--- src/emi_mux_pkg.sv ---
// Package with constants and carriers for the multiplexed memory interface
package emi_mux_pkg;
   localparam int ADDR_W = 16;
   localparam int DATA_W = 8;
   localparam int CFG_W = 8;
   localparam int MODE_BIT = 4;
   localparam int WIDTH_LSB = 0;
   localparam int WIDTH_W = 2;
   localparam int CNT_W = 3;
   localparam logic [CFG_W-1:0] CFG_RESET = 8'h00;
   localparam logic [CNT_W-1:0] CNT_ONE = 3'h1;
   localparam logic [CNT_W-1:0] CNT_ZERO = 3'h0;
   localparam logic [3:0] STROBE_CYCLES_DEF = 4'h1;

   typedef struct packed {
      logic rd;
      logic [ADDR_W-1:0] addr;
      logic [DATA_W-1:0] wdata;
   } mem_req_t;

   typedef struct packed {
      logic [ADDR_W-1:0] addr;
      logic [DATA_W-1:0] ad_out;
      logic ad_oe;
      logic ale;
      logic rd_n;
      logic wr_n;
   } mem_pins_t;

   typedef enum logic [2:0] {
      ST_IDLE,
      ST_ALE_HIGH,
      ST_ALE_LOW,
      ST_STROBE,
      ST_DONE
   } emi_state_t;
endpackage : emi_mux_pkg

--- src/ext_mem_mux_address_latch_ctrl.sv ---
// Multiplexed address/data and latch-enable control for external memory
`timescale 1ns/100ps
`default_nettype none

// Operation
// RULE1: Width field sets latch pulse high and low
// RULE2: Config bit 4 selects multiplexed bus mode
// RULE3: Multiplexed: data and low address share pins
// RULE4: Block itself drives latch enable output
// RULE5: First phase: enable high, low address out
// RULE6: External latch transparent high, holds after fall
// RULE7: Enable falling edge starts second phase
// RULE8: Data bus owns shared pins at strobe
// RULE9: Width field ignored in non-multiplexed mode
// RULE10: Non-multiplexed: separate data and address pins
// RULE11: Multiplexed access takes two extra cycles minimum
// RULE12: Latch enable low when idle or non-multiplexed
module ext_mem_mux_address_latch_ctrl #(
   parameter logic [3:0] STROBE_CYCLES = emi_mux_pkg::STROBE_CYCLES_DEF
)(
   input wire logic clk_sys,
   input wire logic resetn,
   input wire logic [emi_mux_pkg::CFG_W-1:0] ext_mem_config_reg,
   input wire logic req_valid,
   output logic req_ready,
   input wire emi_mux_pkg::mem_req_t req,
   output logic done,
   output logic [emi_mux_pkg::DATA_W-1:0] rdata,
   output emi_mux_pkg::mem_pins_t pins,
   output logic [emi_mux_pkg::DATA_W-1:0] data_out,
   output logic data_oe,
   input wire logic [emi_mux_pkg::DATA_W-1:0] ad_in,
   input wire logic [emi_mux_pkg::DATA_W-1:0] data_in
);
   emi_mux_pkg::emi_state_t state_reg, state_next;
   logic [emi_mux_pkg::CNT_W-1:0] cnt_reg, cnt_next;
   logic [emi_mux_pkg::CNT_W-1:0] len_reg, len_next;
   emi_mux_pkg::mem_req_t req_reg, req_next;
   logic mux_reg, mux_next;
   emi_mux_pkg::mem_pins_t pins_reg, pins_next;
   logic [emi_mux_pkg::DATA_W-1:0] dout_reg, dout_next;
   logic doe_reg, doe_next;
   logic [emi_mux_pkg::DATA_W-1:0] rdata_reg, rdata_next;
   logic done_reg, done_next;
   logic [emi_mux_pkg::CNT_W-1:0] ale_len;
   logic [emi_mux_pkg::CNT_W-1:0] strobe_len;
   logic bus_mux_mode_sel;
   logic [emi_mux_pkg::WIDTH_W-1:0] latch_pulse_width_sel;
   logic in_idle;
   logic in_done;
   logic take;
   logic ale_end;
   logic strobe_start;
   logic strobe_end;

   // Mode bit low means multiplexed
   assign bus_mux_mode_sel = ext_mem_config_reg[emi_mux_pkg::MODE_BIT]; // [RULE2]
   assign latch_pulse_width_sel =
      ext_mem_config_reg[emi_mux_pkg::WIDTH_LSB +: emi_mux_pkg::WIDTH_W];
   // Code n gives n+1 cycles high and n+1 low
   assign ale_len = emi_mux_pkg::CNT_W'(latch_pulse_width_sel) + emi_mux_pkg::CNT_ONE; // [RULE1]
   assign strobe_len = STROBE_CYCLES[emi_mux_pkg::CNT_W-1:0];
   assign req_ready = in_idle;

   // Phase decode for the pin drivers; idle, take, strobe end and done also feed the data register group
   assign in_idle = (state_reg == emi_mux_pkg::ST_IDLE);
   assign in_done = (state_reg == emi_mux_pkg::ST_DONE);
   assign take = in_idle && req_valid;
   assign ale_end = (state_reg == emi_mux_pkg::ST_ALE_HIGH)
      && (cnt_reg == emi_mux_pkg::CNT_ONE);
   assign strobe_start = (state_reg == emi_mux_pkg::ST_ALE_LOW)
      && (cnt_reg == emi_mux_pkg::CNT_ONE);
   assign strobe_end = (state_reg == emi_mux_pkg::ST_STROBE)
      && (cnt_reg <= emi_mux_pkg::CNT_ONE);

   // Sequencer: latch phases, strobe, then done
   always_comb
   begin
      state_next = state_reg;
      cnt_next = cnt_reg;
      len_next = len_reg;
      req_next = req_reg;
      mux_next = mux_reg;
      case (state_reg)
         emi_mux_pkg::ST_IDLE:
         begin
            if (req_valid)
            begin
               // Mode and width frozen here; later config changes wait
               req_next = req;
               mux_next = ~bus_mux_mode_sel; // [RULE2]
               len_next = ale_len; // [RULE1]
               if (!bus_mux_mode_sel)
               begin
                  cnt_next = ale_len; // [RULE9]
                  state_next = emi_mux_pkg::ST_ALE_HIGH;
               end
               else
               begin
                  cnt_next = strobe_len;
                  state_next = emi_mux_pkg::ST_STROBE;
               end
            end
         end
         emi_mux_pkg::ST_ALE_HIGH:
         begin
            if (cnt_reg == emi_mux_pkg::CNT_ONE)
            begin
               // Low phase as long as the high phase
               cnt_next = len_reg; // [RULE1] [RULE11]
               state_next = emi_mux_pkg::ST_ALE_LOW;
            end
            else
               cnt_next = cnt_reg - emi_mux_pkg::CNT_ONE;
         end
         emi_mux_pkg::ST_ALE_LOW:
         begin
            if (cnt_reg == emi_mux_pkg::CNT_ONE)
            begin
               // Strobe follows the low phase
               cnt_next = strobe_len;
               state_next = emi_mux_pkg::ST_STROBE;
            end
            else
               cnt_next = cnt_reg - emi_mux_pkg::CNT_ONE;
         end
         emi_mux_pkg::ST_STROBE:
         begin
            if (cnt_reg <= emi_mux_pkg::CNT_ONE)
            begin
               state_next = emi_mux_pkg::ST_DONE;
            end
            else
               cnt_next = cnt_reg - emi_mux_pkg::CNT_ONE;
         end
         emi_mux_pkg::ST_DONE:
            state_next = emi_mux_pkg::ST_IDLE;
         default:
            state_next = emi_mux_pkg::ST_IDLE;
      endcase
   end

   // Pin drivers: address phase, latch release, strobe
   always_comb
   begin
      pins_next = pins_reg;
      if (in_idle)
      begin
         pins_next.ale = 1'h0; // [RULE12]
         pins_next.ad_oe = 1'h0;
      end
      if (take)
      begin
         pins_next.addr = req.addr;
         if (!bus_mux_mode_sel)
         begin
            // Low address on shared pins with enable high
            pins_next.ale = 1'h1; // [RULE4] [RULE5]
            pins_next.ad_out = req.addr[emi_mux_pkg::DATA_W-1:0]; // [RULE3]
            pins_next.ad_oe = 1'h1;
         end
         else
         begin
            // Separate pins, no latch phase
            pins_next.ale = 1'h0; // [RULE12]
            pins_next.rd_n = ~req.rd;
            pins_next.wr_n = req.rd;
         end
      end
      if (ale_end)
      begin
         // Falling enable opens second phase; latch holds address
         pins_next.ale = 1'h0; // [RULE7]
         pins_next.ad_oe = 1'h0;
      end
      if (strobe_start)
      begin
         // Data bus takes shared pins with the strobe
         pins_next.ad_out = req_reg.wdata; // [RULE8]
         pins_next.ad_oe = ~req_reg.rd;
         pins_next.rd_n = ~req_reg.rd;
         pins_next.wr_n = req_reg.rd;
      end
      if (strobe_end)
      begin
         pins_next.rd_n = 1'h1;
         pins_next.wr_n = 1'h1;
      end
      if (in_done)
         pins_next.ad_oe = 1'h0;
   end

   // Separate data bus, read capture and completion pulse
   always_comb
   begin
      dout_next = dout_reg;
      doe_next = doe_reg;
      rdata_next = rdata_reg;
      done_next = 1'h0;
      if (in_idle)
         doe_next = 1'h0;
      if (take && bus_mux_mode_sel)
      begin
         dout_next = req.wdata; // [RULE10]
         doe_next = ~req.rd;
      end
      if (strobe_end)
         rdata_next = mux_reg ? ad_in : data_in;
      if (in_done)
      begin
         doe_next = 1'h0;
         done_next = 1'h1;
      end
   end

   always_ff @(posedge clk_sys or negedge resetn)
   begin
      if (!resetn)
      begin
         state_reg <= emi_mux_pkg::ST_IDLE;
         cnt_reg <= emi_mux_pkg::CNT_ZERO;
         len_reg <= emi_mux_pkg::CNT_ZERO;
         req_reg <= '0;
         mux_reg <= 1'h0;
      end
      else
      begin
         state_reg <= state_next;
         cnt_reg <= cnt_next;
         len_reg <= len_next;
         req_reg <= req_next;
         mux_reg <= mux_next;
      end
   end

   always_ff @(posedge clk_sys or negedge resetn)
   begin
      if (!resetn)
         pins_reg <= '{addr: '0, ad_out: '0, ad_oe: 1'h0, ale: 1'h0, rd_n: 1'h1, wr_n: 1'h1};
      else
         pins_reg <= pins_next;
   end

   always_ff @(posedge clk_sys or negedge resetn)
   begin
      if (!resetn)
      begin
         dout_reg <= '0;
         doe_reg <= 1'h0;
         rdata_reg <= '0;
         done_reg <= 1'h0;
      end
      else
      begin
         dout_reg <= dout_next;
         doe_reg <= doe_next;
         rdata_reg <= rdata_next;
         done_reg <= done_next;
      end
   end

   assign pins = pins_reg;
   assign data_out = dout_reg;
   assign data_oe = doe_reg;
   assign rdata = rdata_reg;
   assign done = done_reg;
endmodule : ext_mem_mux_address_latch_ctrl

`default_nettype wire

--- config.mk ---
export PLATFORM = sky130hd
export DESIGN_NAME = ext_mem_mux_address_latch_ctrl
export DESIGN_NICKNAME = d
export VERILOG_FILES = /design/src/emi_mux_pkg.sv /design/src/ext_mem_mux_address_latch_ctrl.sv
export SDC_FILE = /design/constraint.sdc
export NUM_CORES = 1
export LEC_CHECK = 0
export ABC_AREA = 1
export BUFFER_PORTS_ARGS = -buffer_cell sky130_fd_sc_hd__buf_2
export CAP_MARGIN = 5
export CELL_PAD_IN_SITES_DETAIL_PLACEMENT = 1
export CELL_PAD_IN_SITES_GLOBAL_PLACEMENT = 2
export CORE_AREA = 2 2 115 117
export DETAILED_ROUTE_END_ITERATION = 16
export DIE_AREA = 0 0 117 119
export PLACE_DENSITY_LB_ADDON = 0.1
export REMOVE_ABC_BUFFERS = 1
export SETUP_SLACK_MARGIN = 0.2
export SYNTH_ARGS = -nofsm -noshare
export SYNTH_HDL_FRONTEND = slang
export SYNTH_SLANG_ARGS = --single-unit
export TNS_END_PERCENT = 30
--- constraint.sdc ---
create_clock -name clk_sys -period 4.15 [get_ports clk_sys]
set_input_delay 0.415 -clock clk_sys [delete_from_list [all_inputs] [get_ports clk_sys]]
set_output_delay 0.415 -clock clk_sys [all_outputs]
set_load 0.03 [all_outputs]
==> impl_metrics.yaml <==
route:
  drt_iter0_drc: 60
  routed_via_density: 4.08
  via_count: 2687
  drtPass1Iterations: 4
  drt-total-wl_um: 8750
  drc: 0
  drtAntennaViolNets: 0
  wl_per_cell_um: 13.3
global_routing:
  grt_use_total_pct: 13.8
  grt_pass1_wl_um: 14600
  overflow: 0
  grt_max_degree: 66
  grt_pass1_vias: 2882
  antenna_found_initial: 0
timing:
  setup_ws_ns: 1.86
  maxSlewViolCount: 0
  max_freq_mhz: 437
  finalSetupViolCount: 0
  hold_viol: 0
  finalCritPeriodShare_pct: 55.1
  timing.hold.ws_ns: 0.274
  skew_ns: 0.00748
  fin_crit_ns: 2.29
  rsz0062_at_grt: "false"
  tightest_slew_ns: 0.871
  slew-limit-headroom_pct: 41.9
  setup_tns_ns: 0
synthesis:
  syn-mean-instance-area_um2: 8.05
  synth_edf_count: 0
  yosys_register_bits: 65
  syn_inst: 386
  yosysSeqAreaShare_pct: 52.4
  yosys_warnings: 0
  synth_top_area_share_pct: 50.7
  ys_types: 26
  async_flop_share_pct: 100
  ys.flop_type: "dfrtp_1"
  synth_area_leader_cell: "dfrtp_1"
  ys_top_cells_by_area: "dfrtp_1 51%, nand2_1 20%, inv_1 4.8%"
  syn_area_um2: 3110
worst_setup_path:
  regToRegStartpoint: "state_reg[1]"
  cp-end-kind: "flop"
  critPathMaxStageDelay_ns: 0.71
  arrival_ns: 2.53
  rr_worst_depth: 7
  worstReg2RegEnd: "pins[3]"
  crit_type: "flop to flop"
  crit_chain: "nor2_4, nand3_4, inv_2, nand2_2, nand2_2, inv_4, a21oi_1"
  required_ns: 4.40
  start_kind: "flop"
  cpMostUsedCell: "nand2_2"
  reg2reg_slack_ns: 1.86
  worst-path-max-fanout: 41
  crit_path_top_delay_cell: "inv_2"
placed_design:
  post_dp_cell_area_um2: 3720
  portBuffers: 93
  hpwl_um: 6240
  gp_congestion: 0.744
  pre_cts_slack_ns: 1.79
job:
  cap_violations: 0
cells_and_area:
  mostFrequentLayoutCells: "166 x nand2_1, 93 x buf_2, 63 x dfrtp_1"
  drive_gt1_share_pct: 30.8
  layout_commonest_cell: "nand2_1"
  syn_to_final_growth_pct: 29.2
  antennaDiodeCount: 0
  largest_reg_flops: 28
  fillCellCount: 1567
  final_area_um2: 4020
  nets: 533
pwr:
  ir_drop_mv: 0.244
  power.switching_uw: 1570
  powerDensity_nw_per_um2: 862
  share_comb_of_total_power_pct: 45.3
  p_leak_uw: 0.00223
  p_int_uw: 1890
  switching_share_pct: 45.4
  p_seq_share_pct: 32.7
  pwr-share-clk_pct: 22.1
min_path:
  min_path_cells: 3
  hp-class: "input port to flop"
  hp-start: "req[19]"
  min_to: "pins[23]"
clock_tree:
  htreeDepth: 3
  cts_tree: "done"
  clock_sinks: 65
  cts_setup_buffers: 0
  cts_resized: 0
  clk_latency_ns: 0.33
  cts_hold_buf: 0
  root_buffer: "clkbuf_16"
  numCtsBuffers: 9
  path_clk_slew_ns: 0.06
  clockBufferDepth: 2
die:
  dieArea_um2: 13900
  chipWidth_um: 117
  start_util_pct: 24.1
  top_level_ports: 99
  rows: 42
  die_h_um: 119
  core_um2: 12900
run_status:
  status: "completed"
-- metrics by stage --
step           util (%)  total power, uW  instances
2_1_floorplan         -             2240        373
3_3_place_gp       28.9             2720        643
3_5_place_dp       28.9             2750        643
4_1_cts            31.2             3540        659
5_1_grt            31.2             3770        659
6_report           31.2             3460        659
-- cells in the mapped netlist, types with 2 or more instances --
master,number
nand2_1,166
dfrtp_1,63
inv_1,40
o21ai_0,20
nand3_1,13
nor2_1,13
inv_2,11
nand3_2,8
o21ai_1,8
o21ai_2,8
buf_2,7
nand2_2,6
buf_6,3
ha_1,3
nor2_4,3
a21oi_1,2
clkbuf_1,2
dfstp_2,2
-- area by class of cell --
cell class,instances,area [um2],share of cell area [%]
flip-flops and latches,65,1630,40.6
multi-input cells,256,1200,29.8
repair buffers,94,473,11.8
clock buffers,12,246,6.14
well taps,176,220,5.48
inverters,52,198,4.92
clock inverters,4,52.6,1.31
-- kinds of logic after synthesis --
logic type               count (synthesis)  share of synthesized area (%)
AND/OR/NAND/NOR                        212                           29.5
buffers and inverters                   65                           9.06
flip-flops                              65                           52.4
AO/OA/AOI/OAI                           41                           7.77
adder cells (fa/ha/maj)                  3                           1.21
-- metal layers --
metal,GRT usage (%),up-vias,part of all wire [%]
met4,3.97,0,1.2
met2,22.6,43,50
met5,0,-,0
met3,4.78,9,4.1
met1,17.1,1270,45
li1,-,1365,-
-- worst max path at each step --
stage                      start  slack [ns]  endpoint  cells past startpoint
finish              state_reg[1]        1.86   pins[3]                      7
global route        state_reg[1]        1.60   pins[3]                      7
CTS                 state_reg[1]        1.76   pins[3]                      7
detailed placement  state_reg[1]        1.79  pins[11]                      8
global placement    state_reg[1]        1.83   pins[6]                      8
floorplan           state_reg[1]        2.38  pins[10]                      8
-- power groups by stage --
| stage | Sequential (uW) | Combinational (uW) | Clock (uW) |
|---|---|---|---|
| 3_3_place_gp | 1140 | 1580 | 0 |
| 5_1_grt | 1170 | 1770 | 817 |
| 3_5_place_dp | 1150 | 1610 | 0 |
| 2_1_floorplan | 1530 | 707 | 0 |
| 6_report | 1130 | 1570 | 764 |
| 4_1_cts | 1140 | 1610 | 792 |
-- critical path: cells and delay by family (launching register included) --
kind / cells / cell delay (ns)
buffers and inverters: 2 / 0.79
flip-flops: 1 / 0.46
AO/OA/AOI/OAI: 1 / 0.15
AND/OR/NAND/NOR: 4 / 0.78
Power figures use the tool's default switching activity.
